==> src/p2m_pkg.sv <==
// Package for the shared-pin port block: register map, field positions,
// reset values and the carrier structs used on the pin side.
// Assumes a single clock domain and the plain strobe register port.
package p2m_pkg;
   localparam int         P2M_ADDR_W        = 3;
   localparam int         P2M_DATA_W        = 8;

   // Register offsets
   localparam logic [2:0] P2M_OFF_PIN_MODE  = 3'h0;
   localparam logic [2:0] P2M_OFF_DIR1      = 3'h1;
   localparam logic [2:0] P2M_OFF_DATA1     = 3'h2;
   localparam logic [2:0] P2M_OFF_DIR2      = 3'h3;
   localparam logic [2:0] P2M_OFF_DATA2     = 3'h4;

   // Pin mode register fields
   localparam int         P2M_PM_IRQ_LSB    = 4;
   localparam int         P2M_PM_TX_BIT     = 1;
   localparam int         P2M_PM_TIMER_BIT  = 0;
   localparam logic [7:0] P2M_PM_WMASK      = 8'hF3;
   localparam logic [7:0] P2M_PM_ONES       = 8'h0C;

   // Port 1 layout: pins 7..4 interrupt capable, pin 3 absent, pin 0 timer
   localparam logic [7:0] P2M_P1_MASK       = 8'hF7;
   localparam logic [7:0] P2M_P1_ONES       = 8'h08;
   localparam int         P2M_P1_IRQ_LSB    = 4;
   localparam int         P2M_P1_TIMER_PIN  = 0;

   // Port 2 layout
   localparam int         P2M_P2_TX_PIN     = 2;
   localparam int         P2M_P2_RX_PIN     = 1;
   localparam int         P2M_P2_CLK_PIN    = 0;
   localparam logic [4:0] P2M_P2_ONES       = 5'h1F;

   // Reset values and fixed answers
   localparam logic [7:0] P2M_RST_BYTE      = 8'h00;
   localparam logic [2:0] P2M_RST_P2        = 3'h0;
   localparam logic [7:0] P2M_WO_READ       = 8'hFF;
   localparam logic [7:0] P2M_UNMAPPED_READ = 8'h00;

   // Control bits owned by the serial unit
   typedef struct packed {
      logic rx_enable;
      logic ext_clk_sel;
      logic int_clk_out_sel;
      logic sync_mode;
   } p2m_serial_ctrl_t;

   typedef struct packed {
      logic [7:0] out;
      logic [7:0] oe_n;
   } p2m_pad1_t;

   typedef struct packed {
      logic [2:0] out;
      logic [2:0] oe_n;
   } p2m_pad2_t;
endpackage

==> src/p2m_port_mux.sv <==
// Two general I/O ports whose pins are shared with a serial unit,
// interrupt inputs and a timer output.
// Assumes pin inputs synchronous to clk and a master that never waits.
`timescale 1ns/100ps
module p2m_port_mux
(
   input  wire logic                      clk,
   input  wire logic                      reset,
   input  wire logic [2:0]                addr,
   input  wire logic [7:0]                wdata,
   input  wire logic                      wr,
   input  wire logic                      rd,
   output logic      [7:0]                rdata,
   input  wire logic [7:0]                p1_in,
   output p2m_pkg::p2m_pad1_t             p1_pad,
   input  wire logic [2:0]                p2_in,
   output p2m_pkg::p2m_pad2_t             p2_pad,
   input  wire p2m_pkg::p2m_serial_ctrl_t serial_ctrl,
   input  wire logic                      serial_tx_data,
   input  wire logic                      serial_clk_out,
   output logic                           serial_rx_data,
   output logic                           serial_clk_in,
   input  wire logic                      timer_wave_output,
   output logic      [3:0]                irq_level_n
);
   logic [7:0]         pin_mode_select_reg;
   logic [7:0]         dir1;
   logic [7:0]         data1;
   logic [2:0]         port_direction_control;
   logic [2:0]         port_output_data;
   logic [7:0]         next_rdata;
   p2m_pkg::p2m_pad1_t next_p1_pad;
   p2m_pkg::p2m_pad2_t next_p2_pad;
   logic               tx_sel;
   logic               clk_drive;

   assign tx_sel    = pin_mode_select_reg[p2m_pkg::P2M_PM_TX_BIT];
   assign clk_drive = serial_ctrl.int_clk_out_sel | serial_ctrl.sync_mode;

   // Register writes
   always_ff @(posedge clk)
   begin
      if (reset)
      begin
         pin_mode_select_reg    <= p2m_pkg::P2M_RST_BYTE;
         dir1                   <= p2m_pkg::P2M_RST_BYTE;
         data1                  <= p2m_pkg::P2M_RST_BYTE;
         port_direction_control <= p2m_pkg::P2M_RST_P2;
         port_output_data       <= p2m_pkg::P2M_RST_P2;
      end
      else if (wr)
      begin
         case (addr)
            p2m_pkg::P2M_OFF_PIN_MODE:
               pin_mode_select_reg <= wdata & p2m_pkg::P2M_PM_WMASK;
            p2m_pkg::P2M_OFF_DIR1:
               dir1 <= wdata & p2m_pkg::P2M_P1_MASK;
            p2m_pkg::P2M_OFF_DATA1:
               data1 <= wdata & p2m_pkg::P2M_P1_MASK;
            p2m_pkg::P2M_OFF_DIR2:
               port_direction_control <= wdata[2:0];
            p2m_pkg::P2M_OFF_DATA2:
               port_output_data <= wdata[2:0];
            default:
               ;
         endcase
      end
   end

   // Read mux; direction registers are write-only and read as all ones
   always_comb
   begin
      next_rdata = p2m_pkg::P2M_UNMAPPED_READ;
      case (addr)
         p2m_pkg::P2M_OFF_PIN_MODE:
            next_rdata = pin_mode_select_reg | p2m_pkg::P2M_PM_ONES;
         p2m_pkg::P2M_OFF_DIR1:
            next_rdata = p2m_pkg::P2M_WO_READ;
         p2m_pkg::P2M_OFF_DATA1:
            next_rdata = (((dir1 & data1) | (~dir1 & p1_in)) & p2m_pkg::P2M_P1_MASK)
                         | p2m_pkg::P2M_P1_ONES;
         p2m_pkg::P2M_OFF_DIR2:
            next_rdata = p2m_pkg::P2M_WO_READ;
         p2m_pkg::P2M_OFF_DATA2:
            next_rdata = {p2m_pkg::P2M_P2_ONES,
                          (port_direction_control & port_output_data)
                          | (~port_direction_control & p2_in)};
         default:
            next_rdata = p2m_pkg::P2M_UNMAPPED_READ;
      endcase
   end

   // Read data stands only in the cycle after the strobe
   always_ff @(posedge clk)
   begin
      if (reset)
         rdata <= p2m_pkg::P2M_RST_BYTE;
      else if (rd)
         rdata <= next_rdata;
      else
         rdata <= p2m_pkg::P2M_RST_BYTE;
   end

   // Port 2 pin function selection
   always_comb
   begin
      next_p2_pad.out  = port_output_data;
      next_p2_pad.oe_n = ~port_direction_control;
      if (tx_sel)
      begin
         next_p2_pad.out[p2m_pkg::P2M_P2_TX_PIN]  = serial_tx_data;
         next_p2_pad.oe_n[p2m_pkg::P2M_P2_TX_PIN] = 1'b0;
      end
      if (serial_ctrl.rx_enable)
      begin
         next_p2_pad.out[p2m_pkg::P2M_P2_RX_PIN]  = 1'b0;
         next_p2_pad.oe_n[p2m_pkg::P2M_P2_RX_PIN] = 1'b1;
      end
      if (serial_ctrl.ext_clk_sel)
      begin
         next_p2_pad.out[p2m_pkg::P2M_P2_CLK_PIN]  = 1'b0;
         next_p2_pad.oe_n[p2m_pkg::P2M_P2_CLK_PIN] = 1'b1;
      end
      else if (clk_drive)
      begin
         next_p2_pad.out[p2m_pkg::P2M_P2_CLK_PIN]  = serial_clk_out;
         next_p2_pad.oe_n[p2m_pkg::P2M_P2_CLK_PIN] = 1'b0;
      end
   end

   // Port 1 pin function selection; the absent pin never drives
   always_comb
   begin
      next_p1_pad.out  = data1;
      next_p1_pad.oe_n = ~dir1;
      for (int k = 0; k < 4; k++)
      begin
         if (pin_mode_select_reg[p2m_pkg::P2M_PM_IRQ_LSB + k])
         begin
            next_p1_pad.out[p2m_pkg::P2M_P1_IRQ_LSB + k]  = 1'b0;
            next_p1_pad.oe_n[p2m_pkg::P2M_P1_IRQ_LSB + k] = 1'b1;
         end
      end
      if (pin_mode_select_reg[p2m_pkg::P2M_PM_TIMER_BIT])
      begin
         next_p1_pad.out[p2m_pkg::P2M_P1_TIMER_PIN]  = timer_wave_output;
         next_p1_pad.oe_n[p2m_pkg::P2M_P1_TIMER_PIN] = 1'b0;
      end
   end

   // Pad outputs registered: one cycle later than the select, glitch free
   always_ff @(posedge clk)
   begin
      if (reset)
      begin
         p1_pad.out  <= p2m_pkg::P2M_RST_BYTE;
         p1_pad.oe_n <= ~p2m_pkg::P2M_RST_BYTE;
         p2_pad.out  <= p2m_pkg::P2M_RST_P2;
         p2_pad.oe_n <= ~p2m_pkg::P2M_RST_P2;
      end
      else
      begin
         p1_pad <= next_p1_pad;
         p2_pad <= next_p2_pad;
      end
   end

   // Alternate inputs toward the serial unit and interrupt logic
   always_ff @(posedge clk)
   begin
      if (reset)
      begin
         serial_rx_data <= 1'b1;
         serial_clk_in  <= 1'b0;
         irq_level_n    <= 4'hF;
      end
      else
      begin
         serial_rx_data <= serial_ctrl.rx_enable ? p2_in[p2m_pkg::P2M_P2_RX_PIN] : 1'b1;
         serial_clk_in  <= serial_ctrl.ext_clk_sel & p2_in[p2m_pkg::P2M_P2_CLK_PIN];
         irq_level_n    <= ~pin_mode_select_reg[7:4] | p1_in[7:4];
      end
   end

   // Checks
   chk_gpio_high_drive: assert property (@(posedge clk) disable iff (reset)
      (!tx_sel && port_direction_control[2]) |=> !p2_pad.oe_n[2])
      else $error("high pin not driven with direction bit set");
   chk_latch_drives: assert property (@(posedge clk) disable iff (reset)
      (!tx_sel && !serial_ctrl.rx_enable && port_direction_control[1])
      |=> p2_pad.out[1] == $past(port_output_data[1]))
      else $error("mid pin does not show latch");
   chk_read_data2: assert property (@(posedge clk) disable iff (reset)
      (rd && addr == p2m_pkg::P2M_OFF_DATA2) |=> rdata[2:0] ==
      (($past(port_direction_control) & $past(port_output_data))
       | (~$past(port_direction_control) & $past(p2_in))))
      else $error("data read mixes latch and pin wrongly");
   chk_read_ones: assert property (@(posedge clk) disable iff (reset)
      (rd && addr == p2m_pkg::P2M_OFF_DATA2) |=> rdata[7:3] == 5'h1F)
      else $error("upper data bits not read as one");
   chk_tx_override: assert property (@(posedge clk) disable iff (reset)
      tx_sel |=> !p2_pad.oe_n[2] && p2_pad.out[2] == $past(serial_tx_data))
      else $error("transmit pin not driven by serial unit");
   chk_rx_input: assert property (@(posedge clk) disable iff (reset)
      serial_ctrl.rx_enable |=> p2_pad.oe_n[1] && serial_rx_data == $past(p2_in[1]))
      else $error("receive pin not an input");
   chk_clk_input: assert property (@(posedge clk) disable iff (reset)
      serial_ctrl.ext_clk_sel |=> p2_pad.oe_n[0])
      else $error("clock pin driven while external clock");
   chk_clk_output: assert property (@(posedge clk) disable iff (reset)
      (!serial_ctrl.ext_clk_sel && clk_drive)
      |=> !p2_pad.oe_n[0] && p2_pad.out[0] == $past(serial_clk_out))
      else $error("clock pin not driving serial clock");
   chk_irq_input: assert property (@(posedge clk) disable iff (reset)
      pin_mode_select_reg[4] |=> p1_pad.oe_n[4])
      else $error("interrupt pin driven");
   chk_timer_output: assert property (@(posedge clk) disable iff (reset)
      pin_mode_select_reg[0] |=> !p1_pad.oe_n[0] && p1_pad.out[0] == $past(timer_wave_output))
      else $error("timer pin not driven by timer");
   chk_reset_values: assert property (@(posedge clk)
      reset |=> port_direction_control == 3'h0 && port_output_data == 3'h0 && !tx_sel)
      else $error("reset values wrong");

   // Register port answers
   chk_rdata_idle: assert property (@(posedge clk) disable iff (reset)
      !rd |=> rdata == 8'h00)
      else $error("read data not cleared after the read cycle");
   chk_dir_reads_ones: assert property (@(posedge clk) disable iff (reset)
      (rd && (addr == p2m_pkg::P2M_OFF_DIR1 || addr == p2m_pkg::P2M_OFF_DIR2))
      |=> rdata == 8'hFF)
      else $error("write-only direction register not read as all ones");
   chk_mode_read: assert property (@(posedge clk) disable iff (reset)
      (rd && addr == p2m_pkg::P2M_OFF_PIN_MODE)
      |=> rdata[3:2] == 2'h3 && rdata[1] == $past(tx_sel))
      else $error("pin mode read wrong");
   chk_read_data1: assert property (@(posedge clk) disable iff (reset)
      (rd && addr == p2m_pkg::P2M_OFF_DATA1) |=> rdata[3] && rdata[2:0] ==
      (($past(dir1[2:0]) & $past(data1[2:0])) | (~$past(dir1[2:0]) & $past(p1_in[2:0]))))
      else $error("port one read mixes latch and pin wrongly");

   // Port 2 general I/O when no alternate function claims the pin
   chk_high_gpio: assert property (@(posedge clk) disable iff (reset)
      !tx_sel |=> p2_pad.oe_n[2] == !$past(port_direction_control[2]))
      else $error("high pin direction not from direction bit");
   chk_mid_gpio: assert property (@(posedge clk) disable iff (reset)
      !serial_ctrl.rx_enable |=> p2_pad.oe_n[1] == !$past(port_direction_control[1]))
      else $error("mid pin direction not from direction bit");
   chk_low_gpio: assert property (@(posedge clk) disable iff (reset)
      (!serial_ctrl.ext_clk_sel && !clk_drive)
      |=> p2_pad.oe_n[0] == !$past(port_direction_control[0]))
      else $error("low pin direction not from direction bit");
   chk_high_latch: assert property (@(posedge clk) disable iff (reset)
      (!tx_sel && port_direction_control[2]) |=> p2_pad.out[2] == $past(port_output_data[2]))
      else $error("high pin does not show latch");
   chk_low_latch: assert property (@(posedge clk) disable iff (reset)
      (!serial_ctrl.ext_clk_sel && !clk_drive && port_direction_control[0])
      |=> p2_pad.out[0] == $past(port_output_data[0]))
      else $error("low pin does not show latch");

   // Inputs handed to the serial unit and interrupt logic
   chk_rx_idle: assert property (@(posedge clk) disable iff (reset)
      !serial_ctrl.rx_enable |=> serial_rx_data)
      else $error("receive input not idle while receiver off");
   chk_clk_sample: assert property (@(posedge clk) disable iff (reset)
      serial_ctrl.ext_clk_sel |=> serial_clk_in == $past(p2_in[0]))
      else $error("external clock not passed to serial unit");
   chk_clk_quiet: assert property (@(posedge clk) disable iff (reset)
      !serial_ctrl.ext_clk_sel |=> !serial_clk_in)
      else $error("clock input active without external clock");
   chk_irq_follow: assert property (@(posedge clk) disable iff (reset)
      pin_mode_select_reg[4] |=> irq_level_n[0] == $past(p1_in[4]))
      else $error("interrupt level does not follow its pin");
   chk_irq_masked: assert property (@(posedge clk) disable iff (reset)
      !pin_mode_select_reg[7] |=> irq_level_n[3])
      else $error("interrupt level active while not selected");

   // Port 1 pin functions
   chk_irq_pads: assert property (@(posedge clk) disable iff (reset)
      (pin_mode_select_reg[7:4] != 4'h0)
      |=> (p1_pad.oe_n[7:4] | ~$past(pin_mode_select_reg[7:4])) == 4'hF)
      else $error("selected interrupt pin driven");
   chk_absent_pin: assert property (@(posedge clk) disable iff (reset)
      p1_pad.oe_n[3])
      else $error("absent port one pin driven");
   chk_p1_gpio: assert property (@(posedge clk) disable iff (reset)
      1'h1 |=> p1_pad.oe_n[2:1] == ~$past(dir1[2:1]))
      else $error("plain port one pins not following direction");
   chk_p1_timer_off: assert property (@(posedge clk) disable iff (reset)
      !pin_mode_select_reg[0] |=> p1_pad.oe_n[0] == !$past(dir1[0]))
      else $error("timer pin direction not from direction bit");

   cov_tx_mode: cover property (@(posedge clk) disable iff (reset) tx_sel ##1 !p2_pad.oe_n[2]);
   cov_read_pin: cover property (@(posedge clk) disable iff (reset)
      rd && addr == p2m_pkg::P2M_OFF_DATA2 && port_direction_control == 3'h0);
   cov_clk_out: cover property (@(posedge clk) disable iff (reset)
      !serial_ctrl.ext_clk_sel && serial_ctrl.sync_mode);
   cov_ext_clk: cover property (@(posedge clk) disable iff (reset)
      serial_ctrl.ext_clk_sel ##1 p2_pad.oe_n[0]);
   cov_rx_read: cover property (@(posedge clk) disable iff (reset)
      serial_ctrl.rx_enable && rd && addr == p2m_pkg::P2M_OFF_DATA2);
endmodule

==> config.mk <==
export PLATFORM = sky130hd
export DESIGN_NAME = p2m_port_mux
export DESIGN_NICKNAME = d
export VERILOG_FILES = /design/src/p2m_pkg.sv /design/src/p2m_port_mux.sv
export SDC_FILE = /design/constraint.sdc
export NUM_CORES = 1
export LEC_CHECK = 0
export BUFFER_PORTS_ARGS = -buffer_cell sky130_fd_sc_hd__buf_2
export CAP_MARGIN = 20
export CORE_ASPECT_RATIO = 0.5
export CORE_MARGIN = 10
export CORE_UTILIZATION = 50
export DETAILED_ROUTE_END_ITERATION = 10
export PLACE_DENSITY = 0.83
export SLEW_MARGIN = 5
export SYNTH_ARGS = -nofsm -noshare
export SYNTH_HDL_FRONTEND = slang
export SYNTH_SLANG_ARGS = --single-unit
==> constraint.sdc <==
create_clock -name clk -period 1.4 [get_ports clk]
set_clock_uncertainty 0.1 [all_clocks]
set_input_delay 0.21 -clock clk [delete_from_list [all_inputs] [get_ports clk]]
set_output_delay 0.21 -clock clk [all_outputs]
set_load 0.05 [all_outputs]
==> Word level (Yosys, flattened, before mapping) <==
Cells that the tools add are included.
{ "totals": {"ff_bits": 61, "inputBits": 33, "wordCells": 65} }
{ "classes": {"reduce_logical": 15, "bitwise": 14, "n_mux": 7, "n_eq_ne": 4} }
{ "op_table": {"columns": ["operator", "n"], "rows": [
  ["8-bit one-hot mux with 4 select lines", 1],
  ["2-bit OR reduction", 9],
  ["8-bit bitwise AND", 2],
  ["2-bit AND reduction", 5],
  ["8-bit inverter", 1],
  ["8-bit bitwise OR", 1],
  ["3-bit bitwise AND", 2],
  ["3-bit by 2-bit equality test with 1-bit output (second input constant)", 2],
  ["1-bit 2-to-1 mux", 6],
  ["4-bit inverter", 1],
  ["4-bit bitwise OR", 1],
  ["3-bit by 1-bit equality test with 1-bit output (second input constant)", 1],
  ["3-bit equality test (second input constant)", 1],
  ["3-bit zero test", 1],
  ["3-bit inverter", 1],
  ["3-bit bitwise OR", 1],
  ["1-bit inverter", 2],
  ["1-bit bitwise AND", 1],
  ["1-bit bitwise OR", 1]
]} }

==> Longest topological paths before layout <==
{ "depth": {"depth_word": 4, "mapped_depth": 5} }

==> Worst setup path before layout <==
Ideal clock, no wire load.
{ "synth_path": {"kind": "input -> register", "start": "input addr[1]", "end": "register pin_mode_select_reg[5]", "setup_slack_ps": 99, "t_arrival_ps": 1074, "setup_time_ps": 128, "path_stages": 4, "path_buffers": 1, "t_required_ps": 1172, "path_cell_list": "buf_6 > nor4b_4 > mux2i_1 > nor2_1"} }
{ "synth_via": {"elab_chain_cells": 2} }
{ "synth_lines": {"columns": ["element", "line_no", "text"], "rows": [
  ["start, declared", "p2m_port_mux.sv:9", "input wire logic [2:0] addr,"],
  ["3-bit zero test", "p2m_port_mux.sv:53", "case (addr)"],
  ["2-bit AND reduction (no source line)", null, null],
  ["end signal, assigned", "p2m_port_mux.sv:45", "pin_mode_select_reg <= p2m_pkg::P2M_RST_BYTE;"],
  ["end signal, assigned", "p2m_port_mux.sv:55", "pin_mode_select_reg <= wdata & p2m_pkg::P2M_PM_WMASK;"],
  ["end, declared", "p2m_port_mux.sv:26", "logic [7:0] pin_mode_select_reg;"]
]} }
Every way passes these cells.
A chain may end at the register's enable or synchronous reset.

==> Worst setup path after layout <==
{ "layout_path": {"start": "input serial_ctrl[3] (netlist name)", "end": "register serial_rx_data"} }
{ "layout_via": {"elab_chain_cells": 2} }
{ "layout_lines": {"columns": ["element", "line_no", "text"], "rows": [
  ["start, declared", "p2m_port_mux.sv:18", "input wire p2m_pkg::p2m_serial_ctrl_t serial_ctrl,"],
  ["1-bit inverter (no source line)", null, null],
  ["2-bit OR reduction (no source line)", null, null],
  ["end signal, assigned", "p2m_port_mux.sv:179", "serial_rx_data <= serial_ctrl.rx_enable ? p2_in[p2m_pkg::P2M_P2_RX_PIN] : 1'b1;"],
  ["end, declared", "p2m_port_mux.sv:21", "output logic serial_rx_data,"]
]} }
Every way passes these cells.

==> run metrics <==
Vias=1764; Regs by FF count=p1_pad: 14 flops, rdata: 8 flops; fin nets=329; Pwr Density=1260 nW/um2; Post-Synthesis Net Count=249; Final Cycle Share=92.4%; Root Buffer=clkbuf_8; IO Count=69; Tightest Hold Check Type=input pin to flip-flop; Core Util, Final=70.7%; TritonCTS clock tree=done; Warnings, synthesis=0; sequential share of the synthesized area=54.5%; max FFs per register=14; Max Slew Vio Count=0; CTS sink count=60; Cell Int Power=0.00273 W; port bufs=64; switching part of the total power=24.3%; sequential share of power=48.8%; dpl hpwl=3.85 mm; top-count cell post-synth=dfxtp_1; Max Freq=773 MHz; clk_lat worst skew=0.33 ns; antenna-violating nets left=0; max-cap viol count=0; DRC=0; peak supply drop=0.637 mV; Post-DP Area=2600 um2; RSZ-0062 raised after global routing=no; Async S/R FF share, synth=0%; Post-Route WL=5.24 mm; setup repair bufs after CTS=0; Inserted Diodes=0; Critical Path RT=1.52 ns; WS Path Type=input pin to flip-flop; vias per cell=4.98; core box area=4060 um2; switching power=0.000879 W; die area=7620 um2; synthesized area=2200 um2; Pre-antenna DRT Iters=4; Clock power frac=41.3%; outcome=finished clean; dominant cell type by area after synthesis=dfxtp_1; combinational share of power=10.0%; P_leak=1.23 nW; gr usage total=13.7%; Crit Path Max Fanout=2; Final Hold Viols=0; # rows=16; largest register by flop count=p1_pad; setup_tns=0 ns; Mapped Cells=216; ys flop type=dfxtp_1; vias in the first global route=1677; Reg clk slew, reported paths=0.06 ns; post-route cell area=2870 um2; Yosys cell types=28; Syn-to-layout area delta=30.3%; Post-synth EDFFs=0; synth top area cells=dfxtp_1, mux2i_1, nor2_1, mux2_2, nand2_1; Final Power=0.00361 W; RePlAce Congestion=0.831; Initial Util=54.2%; flops & latches, synth=60; total congestion overflow=0; syn_area_per_cell=10.2 um2; startpoint types=input pin; Synth top cells by count=dfxtp_1, nor2_1, mux2i_1; worst path arrival time=1.42 ns; largest net degree at the start of global routing=28; chip height=66.9 um; Tmin final=1.29 ns; average wire per standard cell=14.8 um; CTS Buffer Depth=2; first-pass GRT wire length=8.12 mm; drt initial violations=101; Die W=114 um; initial antenna violation count=0; CP endpoint kind=flip-flop; # setup viols final=0; post-synth top area share=54.5%; share of post-route cells with drive strength above 1=33.0%; TritonCTS Buffers=9; htree depth=3
-- critical path: stages --
cell and delay [ns]:
dlygate4sd3_1 0.52, buf_2 0.11, nand2_1 0.04, dlygate4sd3_1 0.54
-- per-stage QoR --
stage                     worst slack [ns]  hold slack, ns  std cells
after floorplan                     0.0988           0.172        216
after global placement              0.0338           0.290        331
after detailed placement           -0.0100           0.292        331
after CTS                            0.134         0.00891        354
after global routing                0.0760         0.00854        354
final                                0.107          0.0172        354
-- cells by family (layout without fill, tap and decap cells) --
logic type      count (synthesis)  in the layout  share of synthesized area [%]
compound gates                 17             17                           4.54
simple gates                   84             84                           19.0
other cells                     2              2                          0.341
mux                            39             39                           18.1
flops                          60             60                           54.5
buf+inv                        14             98                           3.52
-- worst paths after layout --
path,endpoint,cells past startpoint,start,slack (ns)
worst min-delay path,p2_pad[5],3,serial_tx_data,0.02
worst max register to register,rdata[1],3,port_direction_control[1],0.28
worst min register to register,p1_pad[5],1,dir1[5],0.31
worst max-delay path,serial_rx_data,4,serial_ctrl[3],0.11
-- cell usage in the layout, fill, tap and decap left out, types with 2 or more instances in the layout --
master	instances
mux2_2	7
and2b_1	2
dfxtp_1	60
buf_2	64
conb_1	2
o21bai_1	2
nand3_1	2
dlygate4sd3_1	8
and4bb_2	3
and2_1	5
nand2_1	16
o21ai_0	6
nor3_1	3
a31oi_1	6
nand2b_1	3
inv_1	2
nor2b_1	4
buf_4	8
clkinv_2	3
nor2_1	41
clkbuf_8	10
mux2i_1	32
or3_1	3
-- area by class of cell --
| class | instances | area, um2 |
|---|---|---|
| multi-input cells | 142 | 925 |
| clock buffers | 10 | 138 |
| inverters | 2 | 7.51 |
| flip-flops and latches | 60 | 1200 |
| fillers | 307 | 1190 |
| repair buffers | 81 | 480 |
| clock inverters | 5 | 52.6 |
| well taps | 54 | 67.6 |
-- routing by layer --
metal  track usage, %  part of all wire (%)
met4             6.37                   1.6
met2             22.7                    49
met5                0                     0
met1             14.4                    41
met3             7.33                   7.8
-- repair_timing --
| item | CTS | global route |
|---|---|---|
| hold buffers | 8 | 0 |
| gates resized for setup | 0 | 0 |
| endpoints found under the hold margin | 9 | 0 |
-- power groups by stage --
| stage | clock network (W) | registers (W) | logic (W) |
|---|---|---|---|
| floorplan | 0 | 0.00187 | 0.000151 |
| global placement | 0 | 0.00180 | 0.000332 |
| detailed placement | 0 | 0.00180 | 0.000341 |
| CTS | 0.00152 | 0.00176 | 0.000359 |
| global route | 0.00160 | 0.00177 | 0.000386 |
| finish | 0.00149 | 0.00176 | 0.000360 |
No activity file was read; power rests on OpenSTA's default activity.
